**config.mk**
```make
export PLATFORM = sky130hd
export DESIGN_NAME = contact_scanner
export DESIGN_NICKNAME = d
export VERILOG_FILES = /design/src/design/contact_scan_pkg.sv /design/src/design/contact_scanner.sv /design/src/design/debounce_chan.sv
export SDC_FILE = /design/constraint.sdc
export NUM_CORES = 2
export LEC_CHECK = 0
export BUFFER_PORTS_ARGS = -buffer_cell sky130_fd_sc_hd__buf_2
export CAP_MARGIN = 20
export CORE_ASPECT_RATIO = 0.8
export CORE_UTILIZATION = 62
export DETAILED_ROUTE_END_ITERATION = 7
export PLACE_DENSITY = 0.91
export SYNTH_ARGS = -nofsm -noshare
export SYNTH_HDL_FRONTEND = slang
export SYNTH_SLANG_ARGS = --single-unit
export TNS_END_PERCENT = 100
```
**constraint.sdc**
```tcl
create_clock -name pclk -period 7.01 [get_ports pclk]
set_input_delay 1.0515 -clock pclk [delete_from_list [all_inputs] [get_ports pclk]]
set_output_delay 1.0515 -clock pclk [all_outputs]
set_load 0.1 [all_outputs]
```
**src/design/contact_scan_pkg.sv**
```systemverilog
// constants shared by the isolated contact input scanner
// assumes a 20 MHz pclk and an APB master with 32-bit data
package contact_scan_pkg;
   localparam int unsigned CLK_HZ          = 20_000_000;
   localparam int unsigned SCAN_PERIOD_US  = 1000;
   localparam int unsigned SCAN_CYC        = CLK_HZ / 1_000_000 * SCAN_PERIOD_US;
   localparam int unsigned FRAME_BASE_MS   = 10;
   localparam int unsigned NCH             = 16;
   // apb byte offsets
   localparam logic [7:0] ADR_CTRL     = 8'h00;
   localparam logic [7:0] ADR_USED     = 8'h04;
   localparam logic [7:0] ADR_INVERT   = 8'h08;
   localparam logic [7:0] ADR_ISOLATE  = 8'h0c;
   localparam logic [7:0] ADR_LEVEL0   = 8'h10;
   localparam logic [7:0] ADR_LEVEL1   = 8'h14;
   localparam logic [7:0] ADR_FILTER0  = 8'h18;
   localparam logic [7:0] ADR_FILTER1  = 8'h1c;
   localparam logic [7:0] ADR_STATE    = 8'h20;
   localparam logic [7:0] ADR_WET_OK   = 8'h24;
   localparam logic [7:0] ADR_OPEN     = 8'h28;
   localparam logic [7:0] ADR_SHORT    = 8'h2c;
   localparam logic [7:0] ADR_EVENT    = 8'h30;
   localparam logic [7:0] ADR_STAMP    = 8'h34;
   localparam logic [7:0] ADR_IDENT    = 8'h38;
   localparam logic [7:0] ADR_EXP_TB   = 8'h3c;
   localparam logic [7:0] ADR_IRQ_STAT = 8'h40;
   localparam logic [7:0] ADR_IRQ_CLR  = 8'h44;
   localparam logic [7:0] ADR_IRQ_EN   = 8'h48;
   // control and event register fields
   localparam int CTRL_FRAME_LSB = 0;
   localparam int CTRL_SOE_BIT   = 3;
   localparam int CTRL_LMON_LSB  = 4;
   localparam int EVT_VALID_BIT  = 31;
   localparam int EVT_STATE_BIT  = 4;
   // interrupt status bits
   localparam int IRQ_EVENT  = 0;
   localparam int IRQ_WET    = 1;
   localparam int IRQ_LINE   = 2;
   localparam int IRQ_EXC    = 3;
   localparam int IRQ_TB     = 4;
   localparam int IRQ_OVF    = 5;
   localparam int IRQ_W      = 6;
   localparam logic [2:0] FRAME_SEL_MAX = 3'h5;
   typedef enum logic [1:0] {LMON_NONE = 2'b00, LMON_SINGLE = 2'b01,
                             LMON_DUAL = 2'b10} lmon_t;
   typedef enum logic [1:0] {WB_NONE = 2'b00, WB_LOW = 2'b01,
                             WB_MID = 2'b10, WB_125 = 2'b11} wboard_t;
   // debounce selections in milliseconds
   localparam logic [6:0] FILT_MS [5] = '{7'd0, 7'd10, 7'd20, 7'd50, 7'd100};
   // wetting ranges in volts: 24dc 48dc 125dc 250dc 115ac 230ac
   localparam int NLEVEL = 6;
   localparam logic [8:0] WET_LO [NLEVEL] = '{9'd14, 9'd19, 9'd50, 9'd100, 9'd90, 9'd90};
   localparam logic [8:0] WET_HI [NLEVEL] = '{9'd32, 9'd64, 9'd156, 9'd264, 9'd143, 9'd264};
endpackage

```
**src/design/contact_scanner.sv**
```systemverilog
// contact input scanning, wetting checks, line faults, leds and events
// assumes voltage readings and apb come from same-clock logic, all else from pins
// Behaviour
// - take sixteen contact inputs and pass each state on for reporting
// - flag invalid voltage when a reading leaves its configured nominal range
// - report a channel as false while its wetting voltage is invalid
// - judge wetting validity only while voltage is present at the terminals
// - range comparison is exact, well inside six percent of reading
// - latch reports each frame of 10, 20, 40, 80, 160 or 320 ms
// - sample contacts on a separate one kilohertz scan tick
// - with recording on, stamp transitions to the millisecond scan tick
// - led green when true, dark when false or unused, red on faults
// - detect lost excitation, lost system wetting and a wrong terminal board
// - single-resistor monitoring reports blown fuse or open wire on any board
// - dual-resistor monitoring also reports line shorts on supporting boards
// - run on either net port, primary preferred, redundant as fallback
// - show acquisition board identity and pass terminal board identity through
// - with the 125 V board all channels are system wetted, isolation ignored
// - per-channel debounce: none, 10, 20, 50 or 100 ms
// - per-channel inversion makes an open contact read true
//
// Our own choices: the register addresses and register access over APB.
module contact_scanner
   import contact_scan_pkg::*;
#(
   parameter int unsigned SCAN_CYCLES = SCAN_CYC,
   parameter logic [7:0]  ACQ_ID      = 8'h5a // arbitrary identity value
)
(
   input  wire logic        pclk,
   input  wire logic        presetn,
   input  wire logic        psel,
   input  wire logic        penable,
   input  wire logic        pwrite,
   input  wire logic [7:0]  paddr,
   input  wire logic [31:0] pwdata,
   output logic [31:0]      prdata,
   output logic             pready,
   output logic             pslverr,
   input  wire logic [15:0] contact_in,
   input  wire logic [15:0] wet_present,
   input  wire logic [15:0] line_open_in,
   input  wire logic [15:0] line_short_in,
   input  wire logic        sys_wet_present,
   input  wire logic [1:0]  wet_board_type,
   input  wire logic [7:0]  tb_id_in,
   input  wire logic        primary_link_up,
   input  wire logic        redundant_link_up,
   input  wire logic        meas_valid,
   input  wire logic [3:0]  meas_chan,
   input  wire logic [8:0]  meas_volt,
   output logic [15:0]      contact_state,
   output logic [15:0]      led_green,
   output logic [15:0]      led_red,
   output logic             net_port_sel,
   output logic             irq
);
   localparam int SW = 77; // synchronised pin bits
   logic [SW-1:0] sync1_q, sync2_q;
   logic [15:0] con_s, pres_s, open_s, short_s;
   logic        sysw_s, prim_s, red_s;
   logic [1:0]  board_s;
   logic [7:0]  tbid_s;
   logic [2:0]  frame_sel_q;
   logic        soe_en_q;
   logic [1:0]  lmon_q;
   logic [15:0] used_q, invert_q, iso_q, iso_eff;
   logic [63:0] level_q, filter_q;
   logic [15:0] filt, eff;
   logic [15:0] wet_bad_q, exc_lost, open_q, short_q, state_q, wet_ok_q;
   logic [15:0] prev_q, chg, pend_q;
   logic [31:0] stamp_q [NCH];
   logic [31:0] ms_count_q, evt_stamp_q;
   logic [14:0] scan_cnt_q;
   logic        scan_tick;
   logic [8:0]  frame_cnt_q;
   logic        frame_tick;
   logic        evt_valid_q, evt_state_q, pop, evt_read;
   logic [3:0]  evt_chan_q, pop_idx;
   logic [7:0]  exp_tb_q;
   logic [IRQ_W-1:0] irq_stat_q, irq_en_q, irq_set;
   logic        wr, rd, hit;
   logic        tb_bad, sys_lost;

   // two-stage synchroniser for every pin input
   always_ff @(posedge pclk or negedge presetn)
   begin
      if (!presetn)
      begin
         sync1_q <= '0;
         sync2_q <= '0;
      end
      else
      begin
         sync1_q <= {contact_in, wet_present, line_open_in, line_short_in,
                     sys_wet_present, wet_board_type, tb_id_in,
                     primary_link_up, redundant_link_up};
         sync2_q <= sync1_q;
      end
   end
   assign {con_s, pres_s, open_s, short_s, sysw_s, board_s, tbid_s,
           prim_s, red_s} = sync2_q;

   // apb: zero wait states, error on unmapped offsets
   assign pready = 1'b1;
   assign wr     = psel && penable && pwrite;
   assign rd     = psel && penable && !pwrite;
   always_comb
   begin
      hit = 1'b1;
      prdata = 32'h0000_0000;
      case (paddr)
         ADR_CTRL:     prdata = {26'h0, lmon_q, soe_en_q, frame_sel_q};
         ADR_USED:     prdata = {16'h0, used_q};
         ADR_INVERT:   prdata = {16'h0, invert_q};
         ADR_ISOLATE:  prdata = {16'h0, iso_eff};
         ADR_LEVEL0:   prdata = level_q[31:0];
         ADR_LEVEL1:   prdata = level_q[63:32];
         ADR_FILTER0:  prdata = filter_q[31:0];
         ADR_FILTER1:  prdata = filter_q[63:32];
         ADR_STATE:    prdata = {16'h0, state_q};
         ADR_WET_OK:   prdata = {16'h0, wet_ok_q};
         ADR_OPEN:     prdata = {16'h0, open_q};
         ADR_SHORT:    prdata = {16'h0, short_q};
         ADR_EVENT:    prdata = {evt_valid_q, 26'h0, evt_state_q, evt_chan_q};
         ADR_STAMP:    prdata = evt_stamp_q;
         ADR_IDENT:    prdata = {13'h0, net_port_sel, board_s, tbid_s, ACQ_ID};
         ADR_EXP_TB:   prdata = {24'h0, exp_tb_q};
         ADR_IRQ_STAT: prdata = {26'h0, irq_stat_q};
         ADR_IRQ_CLR:  prdata = 32'h0000_0000;
         ADR_IRQ_EN:   prdata = {26'h0, irq_en_q};
         default:      hit = 1'b0;
      endcase
   end
   assign pslverr = psel && penable && !hit;

   // software configuration registers
   always_ff @(posedge pclk or negedge presetn)
   begin
      if (!presetn)
      begin
         frame_sel_q <= 3'h0;
         soe_en_q    <= 1'b0;
         lmon_q      <= LMON_NONE;
         used_q      <= 16'h0000;
         invert_q    <= 16'h0000;
         iso_q       <= 16'h0000;
         level_q     <= 64'h0;
         filter_q    <= 64'h0;
         exp_tb_q    <= 8'h00;
         irq_en_q    <= '0;
      end
      else if (wr)
      begin
         case (paddr)
            ADR_CTRL:
            begin
               if (pwdata[CTRL_FRAME_LSB +: 3] <= FRAME_SEL_MAX)
                  frame_sel_q <= pwdata[CTRL_FRAME_LSB +: 3];
               soe_en_q <= pwdata[CTRL_SOE_BIT];
               lmon_q   <= pwdata[CTRL_LMON_LSB +: 2];
            end
            ADR_USED:    used_q   <= pwdata[15:0];
            ADR_INVERT:  invert_q <= pwdata[15:0];
            ADR_ISOLATE:
            begin
               if (board_s != WB_125)
                  iso_q <= pwdata[15:0];
            end
            ADR_LEVEL0:  level_q[31:0]   <= pwdata;
            ADR_LEVEL1:  level_q[63:32]  <= pwdata;
            ADR_FILTER0: filter_q[31:0]  <= pwdata;
            ADR_FILTER1: filter_q[63:32] <= pwdata;
            ADR_EXP_TB:  exp_tb_q <= pwdata[7:0];
            ADR_IRQ_EN:  irq_en_q <= pwdata[IRQ_W-1:0];
            default:     ;
         endcase
      end
   end

   // isolation in force: bare terminal board checks all, 125 V board none
   assign iso_eff = (board_s == WB_NONE) ? 16'hffff :
                    (board_s == WB_125) ? 16'h0000 : iso_q;

   // one kilohertz scan tick and millisecond time base
   always_ff @(posedge pclk or negedge presetn)
   begin
      if (!presetn)
      begin
         scan_cnt_q <= 15'h0000;
         ms_count_q <= 32'h0000_0000;
      end
      else if (scan_tick)
      begin
         scan_cnt_q <= 15'h0000;
         ms_count_q <= ms_count_q + 32'h1;
      end
      else
         scan_cnt_q <= scan_cnt_q + 15'h0001;
   end
   assign scan_tick = (scan_cnt_q == 15'(SCAN_CYCLES - 1));

   // control frame: base period in scan ticks, doubled per selection step
   always_ff @(posedge pclk or negedge presetn)
   begin
      if (!presetn)
         frame_cnt_q <= 9'h000;
      else if (frame_tick)
         frame_cnt_q <= 9'h000;
      else if (scan_tick)
         frame_cnt_q <= frame_cnt_q + 9'h001;
   end
   assign frame_tick = scan_tick &&
      (frame_cnt_q == 9'((FRAME_BASE_MS << frame_sel_q) - 1));

   // per-channel debounce, then polarity
   for (genvar i = 0; i < NCH; i++)
   begin : g_ch
      debounce_chan u_deb (
         .pclk      (pclk),
         .presetn   (presetn),
         .scan_tick (scan_tick),
         .raw       (con_s[i]),
         .sel       (filter_q[4*i +: 4]),
         .filt      (filt[i])
      );
   end
   assign eff = filt ^ invert_q;

   // wetting check on each reading, only where voltage is present
   always_ff @(posedge pclk or negedge presetn)
   begin
      if (!presetn)
         wet_bad_q <= 16'h0000;
      else
      begin
         wet_bad_q <= wet_bad_q & used_q & iso_eff & pres_s;
         if (meas_valid)
         begin
            if (!(used_q[meas_chan] && iso_eff[meas_chan] && pres_s[meas_chan]))
               wet_bad_q[meas_chan] <= 1'b0;
            else if (level_q[4*meas_chan +: 4] >= 4'(NLEVEL))
               wet_bad_q[meas_chan] <= 1'b1;
            else
               wet_bad_q[meas_chan] <=
                  (meas_volt < WET_LO[level_q[4*meas_chan +: 3]]) ||
                  (meas_volt > WET_HI[level_q[4*meas_chan +: 3]]);
         end
      end
   end

   // excitation, system wetting and terminal board checks
   assign exc_lost = used_q & iso_eff & ~pres_s;
   assign sys_lost = (board_s != WB_NONE) && !sysw_s && |(used_q & ~iso_eff);
   assign tb_bad   = (tbid_s != exp_tb_q);

   // field line monitoring, short only on boards with dual resistors
   always_ff @(posedge pclk or negedge presetn)
   begin
      if (!presetn)
      begin
         open_q  <= 16'h0000;
         short_q <= 16'h0000;
      end
      else
      begin
         open_q  <= (lmon_q != LMON_NONE) ? (open_s & used_q) : 16'h0000;
         short_q <= (lmon_q == LMON_DUAL && (board_s == WB_MID || board_s == WB_125))
                    ? (short_s & used_q) : 16'h0000;
      end
   end

   // frame report latch; invalid channels report false
   always_ff @(posedge pclk or negedge presetn)
   begin
      if (!presetn)
      begin
         state_q  <= 16'h0000;
         wet_ok_q <= 16'hffff;
      end
      else if (frame_tick)
      begin
         state_q  <= eff & used_q & ~wet_bad_q & ~exc_lost;
         wet_ok_q <= ~(wet_bad_q | exc_lost);
      end
   end
   assign contact_state = state_q;

   // indicators and network port choice
   always_ff @(posedge pclk or negedge presetn)
   begin
      if (!presetn)
      begin
         led_green    <= 16'h0000;
         led_red      <= 16'h0000;
         net_port_sel <= 1'b0;
      end
      else
      begin
         led_red   <= used_q & (wet_bad_q | exc_lost | open_q | short_q);
         led_green <= used_q & eff & ~(wet_bad_q | exc_lost | open_q | short_q);
         net_port_sel <= !prim_s && red_s;
      end
   end

   // transitions seen at a scan tick, with the tick count as stamp
   assign chg = (scan_tick && soe_en_q) ? ((filt ^ prev_q) & used_q & ~wet_bad_q) : 16'h0000;
   always_comb
   begin
      pop_idx = 4'h0;
      for (int k = NCH - 1; k >= 0; k--)
         if (pend_q[k])
            pop_idx = 4'(k);
   end
   assign pop      = !evt_valid_q && (pend_q != 16'h0000);
   assign evt_read = rd && (paddr == ADR_STAMP);

   always_ff @(posedge pclk or negedge presetn)
   begin
      if (!presetn)
      begin
         prev_q <= 16'h0000;
         pend_q <= 16'h0000;
      end
      else
      begin
         if (scan_tick)
            prev_q <= filt;
         // a new change on the popped channel wins over its clear
         pend_q <= (pend_q & ~(pop ? (16'h0001 << pop_idx) : 16'h0000)) | chg;
      end
   end

   always_ff @(posedge pclk)
   begin
      for (int k = 0; k < NCH; k++)
         if (chg[k])
            stamp_q[k] <= ms_count_q;
   end

   // event record register, freed by reading the stamp
   always_ff @(posedge pclk or negedge presetn)
   begin
      if (!presetn)
      begin
         evt_valid_q <= 1'b0;
         evt_state_q <= 1'b0;
         evt_chan_q  <= 4'h0;
         evt_stamp_q <= 32'h0000_0000;
      end
      else if (pop)
      begin
         evt_valid_q <= 1'b1;
         evt_chan_q  <= pop_idx;
         evt_state_q <= eff[pop_idx] ^ (filt[pop_idx] ^ prev_q[pop_idx]);
         evt_stamp_q <= stamp_q[pop_idx];
      end
      else if (evt_read)
         evt_valid_q <= 1'b0;
   end

   // sticky interrupt status; a set in the clear cycle survives
   assign irq_set[IRQ_EVENT] = pop;
   assign irq_set[IRQ_WET]   = |wet_bad_q;
   assign irq_set[IRQ_LINE]  = |(open_q | short_q);
   assign irq_set[IRQ_EXC]   = |exc_lost || sys_lost;
   assign irq_set[IRQ_TB]    = tb_bad;
   assign irq_set[IRQ_OVF]   = |(chg & pend_q);
   always_ff @(posedge pclk or negedge presetn)
   begin
      if (!presetn)
         irq_stat_q <= '0;
      else if (wr && paddr == ADR_IRQ_CLR)
         irq_stat_q <= (irq_stat_q & ~pwdata[IRQ_W-1:0]) | irq_set;
      else
         irq_stat_q <= irq_stat_q | irq_set;
   end
   assign irq = |(irq_stat_q & irq_en_q);
endmodule

```
**src/design/debounce_chan.sv**
```systemverilog
// one channel of contact debounce, counted in scan ticks
// assumes raw is already synchronised to pclk
module debounce_chan
   import contact_scan_pkg::*;
(
   input  wire logic       pclk,
   input  wire logic       presetn,
   input  wire logic       scan_tick,
   input  wire logic       raw,
   input  wire logic [3:0] sel,
   output logic            filt
);
   logic [6:0] cnt_q;
   logic [6:0] limit;

   // out-of-range selections act as unfiltered
   assign limit = (sel < 4'd5) ? FILT_MS[sel[2:0]] : FILT_MS[0];

   // output follows raw only after it held steady for the chosen time
   always_ff @(posedge pclk or negedge presetn)
   begin
      if (!presetn)
      begin
         cnt_q <= 7'h00;
         filt  <= 1'b0;
      end
      else if (raw == filt)
         cnt_q <= 7'h00;
      else if (limit == 7'h00)
         filt <= raw;
      else if (scan_tick)
      begin
         if (cnt_q + 7'h01 >= limit)
         begin
            filt  <= raw;
            cnt_q <= 7'h00;
         end
         else
            cnt_q <= cnt_q + 7'h01;
      end
   end
endmodule

```
# == After elaboration in Yosys (flattened, before gate mapping) ==
# Memory sizes are Yosys's and may differ from the RTL's. A register that Yosys moved wholly into a read port is not among the register bits.
# Cells that the tools add are included.
# op_classes
add_sub_neg,20
n_lt_le_gt_ge,56
eq_ne,57
n_shift,4
mux,244
bitwise_logic,74
reduce_logical,146
# ops
cell,count
7-bit two-way mux,112
32-bit case mux with 18 select lines,1
16-bit bitwise AND,18
16-bit two-way mux,9
16-bit inverter,8
"7-bit by 1-bit adder with 7-bit output, second input constant",16
7-bit >= comparator,16
7-bit zero test,16
2-bit nonzero test,52
16-bit bitwise OR,6
1-bit two-way mux,90
16-bit OR reduction,5
"4-bit >= comparator, second input constant",17
3-bit inverter with 4-bit output,17
"8-bit by 6-bit == test with 1-bit output, second input constant",8
"4-bit by 3-bit less-than comparator with 1-bit output, second input constant",16
4-bit two-way mux,16
64-bit by 7-bit variable part select with 3-bit output,1
64-bit by 7-bit variable part select with 4-bit output,1
9-bit two-way mux,6
3-bit AND reduction,18
2-bit AND reduction,25
"32-bit by 1-bit adder with 32-bit output, second input constant",1
"8-bit by 5-bit == test with 1-bit output, second input constant",4
other kinds (40),122
# word_totals
register_bits,691
ramBits,512
romBits,1040
output_inout_bits,84
n_memories,19
# mem_list
name,words,width,rd,rd_ports_with_merged_regs,write_ports,line_no,source
stamp_q,16,32,1,1,16,contact_scanner.sv:72,logic [31:0] stamp_q [NCH];
(name not given),8,9,1,0,0,contact_scanner.sv:247,(meas_volt > WET_HI[level_q[4*meas_chan +: 3]]);
(name not given),8,9,1,0,0,contact_scanner.sv:246,(meas_volt < WET_LO[level_q[4*meas_chan +: 3]]) ||
(name not given),8,7,1,0,0,debounce_chan.sv:17,assign limit = (sel < 4'd5) ? FILT_MS[sel[2:0]] : FILT_MS[0];
(name not given),8,7,1,0,0,debounce_chan.sv:17,
(name not given),8,7,1,0,0,debounce_chan.sv:17,
13 more memories,-,-,-,-,-,-,

# == Depth between registers and ports, before layout ==
# depth
depth_word,21
mapped_depth,19
depth_no_buf,16

# == Cells and area by module ==
# From an unflattened synthesis, not the netlist that was laid out.
# unflattened
hier_cells,4707
hier_area_um2,55848.6
# by_module_without_submodules
module,n_inst,cells_each,area_each_um2,seq_area_each_um2
contact_scanner,1,3619,45655.0,30284.0
debounce_chan (g_ch[0].u_deb ...),15,68,636.9,200.2
debounce_chan (g_ch[9].u_deb),1,68,640.6,200.2

# == Worst setup path before layout ==
# Ideal clock, no wire load.
# synth_path
path_type,flip-flop to flip-flop
startpoint,register scan_cnt_q[0]
endpoint,register irq_stat_q[5]
setup_time_ns,0.091
arrival_time_ns,5.920
path_slack_ns,0.998
path_stages_with_launch,12
n_path_buf,2
period_less_slack_ns,6.012
path_cell_list,dfrtp_1 > ha_1 > and4_1 > clkbuf_1 > and4_1 > clkbuf_1 > nand2_1 > nor4b_1 > a22o_1 > a221oi_1 > and3_1 > nand3_1
# synth_via
elab_chain_len,7
# synth_lines
item,line_no,source
start: declaration,contact_scanner.sv:74,logic [14:0] scan_cnt_q;
start signal: assignment,contact_scanner.sv:199,scan_cnt_q <= scan_cnt_q + 15'h0001;
15-bit == test *,contact_scanner.sv:201,assign scan_tick = (scan_cnt_q == 15'(SCAN_CYCLES - 1));
1-bit logical AND *,contact_scanner.sv:307,assign chg = (scan_tick && soe_en_q) ? ((filt ^ prev_q) & used_q & ~wet_bad_q) : 16'h0000;
16-bit two-way mux *,contact_scanner.sv:307,
net chg[5],contact_scanner.sv:71,"logic [15:0] prev_q, chg, pend_q;"
16-bit bitwise AND *,contact_scanner.sv:368,assign irq_set[IRQ_OVF] = |(chg & pend_q);
16-bit OR reduction *,contact_scanner.sv:368,
"6-bit bitwise OR, on equally long branches","contact_scanner.sv:376, contact_scanner.sv:374",
6-bit two-way mux *,contact_scanner.sv:373,else if (wr && paddr == ADR_IRQ_CLR)
end signal: assignment,contact_scanner.sv:374,irq_stat_q <= (irq_stat_q & ~pwdata[IRQ_W-1:0]) | irq_set;
end signal: assignment,contact_scanner.sv:376,irq_stat_q <= irq_stat_q | irq_set;
end: declaration,contact_scanner.sv:81,"logic [IRQ_W-1:0] irq_stat_q, irq_en_q, irq_set;"
# Mark *: on every way through the listed nets, which the timed path passes. The rest lies on a longest branch.
# A chain may end at the register's enable or synchronous reset.

# == Worst setup path in the final report ==
# layout_path
startpoint,register sync2_q[11]
endpoint,output prdata[8]
# layout_via
elab_chain_len,4
# layout_lines
item,line_no,source
start: declaration,contact_scanner.sv:59,"logic [SW-1:0] sync1_q, sync2_q;"
start signal: assignment,contact_scanner.sv:98,sync2_q <= sync1_q;
2-bit == test,contact_scanner.sv:183,(board_s == WB_125) ? 16'h0000 : iso_q;
16-bit two-way mux,contact_scanner.sv:183,
16-bit two-way mux *,contact_scanner.sv:182,assign iso_eff = (board_s == WB_NONE) ? 16'hffff :
32-bit case mux with 18 select lines *,contact_scanner.sv:112,case (paddr)
end: declaration,contact_scanner.sv:37,"output logic [31:0] prdata,"
# Every way passes the cells marked *; elsewhere a longest branch is shown, timed or not.

==> run summary <==
The flow ran to the end, and the final reports show no timing, DRC or antenna violations. Synthesized netlist cell count: 4200. For the post-detailed-route count of antenna-violating nets, the log shows 0. The post-placement setup slack is 1.273 ns. For the final hold violation count, the log shows 0.

The dominant cell type by count on the critical path was sky130_fd_sc_hd__o21ai_0. The tools report the launching element type of the critical path as a flip-flop. The number of warnings reported in the yosys synthesis log came out at 0.

A synthesized cell averages 13.04 µm². Summing the sequential cell areas from Yosys gives 61.13% of the chip area. For the number of max-slew violations in the final report, the log shows 0. The first global-routing pass estimated 254200 µm of wire. The post-route fraction of the period consumed by the critical path was 82.42%. The clock-pin transition on the worst setup and hold timing paths was 0.07 ns; the post-detailed-route wirelength per cell was 30.72 µm.

Power density over the cells: 244.9 nW/µm². The critical path start-end classification was reg -> out. Summed over all layers, the global routing overflow is 0.

The number of post-CTS setup repair buffers came out at 0. The tools report the global routing usage summed across all routing layers as 39.14%. The worst-case headroom to the max-slew limit is 17.72%.

The tools report the I/O pin total as 220. On the critical path, the stage with the largest delay is an instance of sky130_fd_sc_hd__dfrtp_1. Leading register cell type out of synthesis: sky130_fd_sc_hd__dfrtp_1.

The layout overhead on the synthesized area was 12.29%. The count of buffers from port buffering is 218, and the final worst clock skew is 0.04550 ns. After synthesis the netlist holds a flip-flop and latch count of 1235. Gates resized during post-CTS repair numbered 0.

In the final timing run, aggregate negative setup slack is 0 ns. The signal on the critical path passes through clkinv_1 -> o21ai_0 -> o21ai_0 -> a22oi_1 -> nand2_1 -> a221oi_1 -> nand3_1 -> buf_2. The clock reaches the later pin of the worst-skew pair after 0.75 ns. The floorplan step defined a core boundary enclosing 87510 µm². At the pin with the least slew margin, the transition time is 1.203 ns. The tools report the part of the power in registers as 50.7%.

The vias per cell is 6.886. The most common cell after layout, fill and taps aside was sky130_fd_sc_hd__dfrtp_1. Type of the most critical hold path: reg -> reg. CTS built an H-tree with a depth of 3.

The clock root buffer master is sky130_fd_sc_hd__clkbuf_16. Area of placed instances: 57250 µm². Setup repair after global routing left no endpoint under its margin. After detailed routing, the total wire length is 175100 µm. TritonCTS built the clock tree. In this run the deepest clock path goes through 3 buffers.

The clock share of power was 46.3%; the leakage power was 24.84 nW. The routability-driven placement congestion ratio was 1.077; the count of nets after finishing was 4677. The number of global-route vias before repair came out at 38930. The kind of capture point of the worst setup path was an output pin.

The logs give 0 for the number of setup violations in the final report and 97 for the number of cell rows. Counting every net in the synthesized netlist gives 4471. For this run, the top clock speed supported by timing is 173.1 MHz. Combinational logic burns 3.0% of the power. Before antenna repair, the detailed router went through 8 iterations. The die extent in y works out to 267.9 µm. At the worst endpoint, the arrival time is 4.73 ns. For the number of antenna violations at the first check in global routing, the log shows 16. Kind of cell with the highest combined delay on the critical path: compound AO/OA/AOI/OAI gates. Leaving out fill and tap cells, the most frequent cells in the layout are 707 x sky130_fd_sc_hd__dfrtp_1, 512 x sky130_fd_sc_hd__edfxtp_1, 508 x sky130_fd_sc_hd__nand2_1. In this design, the stage delay of the slowest critical-path cell is 0.80 ns. The switching power summed over all nets is 3.294 mW. Summing over every cut layer, the via total after detailed routing is 39260. Of the total power, the share spent switching nets is 21.87%. For this run, design rule violations remaining after detail routing come to 0. The share of synthesized registers carrying an async set or reset was 58.54%. Across the VDD grid, the largest voltage drop is 225.0 µV. The worst endpoint required time was 5.96 ns; the share of layout cells above drive strength 1 was 20.47%. The max-cap violation count is 0, and the final critical delay including setup and external delays is 5.778 ns. Summing all non-filler instances in the final layout gives an area of 61510 µm². For the CTS buffer count, the log shows 113.

Internal power comes to 11.77 mW. The overall die area was 89560 µm²; the number of buffers and inverters on the critical path was 2. For this block, the initial DRC count from the detailed router was 5738. The critical-path maximum fanout was 17. For the estimated wirelength of the detail-placed design, the log shows 111900 µm.

In this run, post-CTS hold repair placed 0 buffers. From left edge to right edge, the die measures 334.3 µm. Yosys mapped the design onto 83 distinct sky130hd cell types.

The cell area that synthesis handed to floorplanning was 54780 µm². The initial core utilization came out at 62.60%. The number of flops mapped to enable cells by yosys is 512, and the final worst slack is 1.232 ns. The number of sinks driven by the clock tree was 1235; the maximum number of pins on one net before global-route repair was 172.
==> per-stage QoR <==
stage	hold slack [ns]	utilization, %	instances	power (mW)
6_report	0.3473	70.29	5701	15.07
5_1_grt	0.3513	70.28	5696	15.38
3_3_place_gp	0.3318	65.42	5479	8.196
3_5_place_dp	0.3347	65.42	5479	8.208
4_1_cts	0.3434	70.27	5693	15.06
2_1_floorplan	0.3312	-	4200	7.936
==> flip-flops by register name, indices dropped and copies added (netlist names), 15 cells and up <==
signal	flops
scan_cnt_q	15
sync1_q	77
wet_bad_q	16
g_ch.u_deb.filt	16
contact_state	16
sync2_q	77
pend_q	16
iso_q	16
level_q	64
led_green	16
filter_q	64
stamp_q	512
open_q	16
g_ch.u_deb.cnt_q	112
led_red	16
prev_q	16
short_q	16
wet_ok_q	16
used_q	16
invert_q	16
ms_count_q	32
evt_stamp_q	32
==> power by group through the flow <==
stage	clock network (mW)	logic (mW)	registers, mW
3_5_place_dp	0	0.429	7.78
2_1_floorplan	0	0.205	7.73
4_1_cts	6.98	0.435	7.64
5_1_grt	7.26	0.478	7.64
3_3_place_gp	0	0.419	7.78
6_report	6.98	0.446	7.65
==> path summary, 6_finish.rpt <==
path                                      endpoint        start  cells past startpoint  slack [ns]
max                                      prdata[8]  sync2_q[11]                      8        1.23
max reg2reg                          wet_bad_q[13]  level_q[13]                     14        2.59
min reg2reg                            sync2_q[20]  sync1_q[20]                      0        0.35
min                                    sync2_q[20]  sync1_q[20]                      0        0.35
max in group asynchronous  g_ch[10].u_deb.cnt_q[3]      presetn                      2        5.07
min in group asynchronous  g_ch[14].u_deb.cnt_q[1]      presetn                      1        0.43
==> synthesized netlist by cell type (11+ instances only) <==
master	count	area (µm²)
sky130_fd_sc_hd__xor2_1	89	779.5
sky130_fd_sc_hd__buf_1	24	90.09
sky130_fd_sc_hd__clkbuf_1	123	461.7
sky130_fd_sc_hd__a22oi_1	77	578.1
sky130_fd_sc_hd__maj3_1	14	140.1
sky130_fd_sc_hd__xnor2_1	112	980.9
sky130_fd_sc_hd__and3_1	51	319.1
sky130_fd_sc_hd__nor4_1	36	225.2
sky130_fd_sc_hd__nand2b_1	56	350.3
sky130_fd_sc_hd__a221oi_1	35	306.5
sky130_fd_sc_hd__dfrtp_1	707	17690
sky130_fd_sc_hd__a222oi_1	24	240.2
sky130_fd_sc_hd__a21oi_1	126	630.6
sky130_fd_sc_hd__buf_2	23	115.1
sky130_fd_sc_hd__nand3b_1	28	210.2
sky130_fd_sc_hd__nand4_1	23	143.9
sky130_fd_sc_hd__a22o_1	52	455.4
sky130_fd_sc_hd__a21o_1	11	82.58
sky130_fd_sc_hd__mux4_2	151	3401
sky130_fd_sc_hd__inv_1	140	525.5
sky130_fd_sc_hd__or3_1	15	93.84
sky130_fd_sc_hd__nor3_1	18	90.09
sky130_fd_sc_hd__nor4b_1	11	96.34
sky130_fd_sc_hd__and4_1	21	183.9
sky130_fd_sc_hd__and2_1	28	175.2
sky130_fd_sc_hd__edfxtp_1	512	15370
sky130_fd_sc_hd__nand3_1	145	725.7
sky130_fd_sc_hd__mux2_2	228	2567
sky130_fd_sc_hd__o22ai_1	27	168.9
sky130_fd_sc_hd__dfstp_2	16	420.4
sky130_fd_sc_hd__ha_1	135	1689
sky130_fd_sc_hd__o21a_1	42	315.3
sky130_fd_sc_hd__nor2_1	209	784.5
sky130_fd_sc_hd__a21boi_0	28	210.2
sky130_fd_sc_hd__o21ai_0	220	1101
sky130_fd_sc_hd__nor2b_1	11	68.82
sky130_fd_sc_hd__nand2_1	509	1911
==> cell type report <==
type	count	area, µm²
Tap cell	1188	1486
Multi-Input combinational cell	2638	20140
Sequential cell	1235	33490
Timing Repair Buffer	276	1599
Antenna cell	8	20.02
Clock inverter	74	1192
Inverter	142	533.0
Clock buffer	140	3050
Fill cell	5528	25990
==> metal layers <==
metal | vias to the layer above | wire [µm] | track usage (%)
met3 | 830 | 26340 | 16.18
met1 | 19420 | 62360 | 50.71
met4 | 14 | 11160 | 20.77
met5 | - | 79 | 0
li1 | 15870 | - | -
met2 | 3121 | 75180 | 56.63
==> cell families after synthesis <==
group	after synthesis	share of synthesized area [%]
compound gates	706	8.558
xor+xnor	201	3.214
fa+ha+maj	149	3.339
buf+inv	327	2.375
flops	1235	61.13
mux	386	11.02
other cells	1	0.006845
simple gates	1195	10.36
Power figures use the tool's default switching activity.
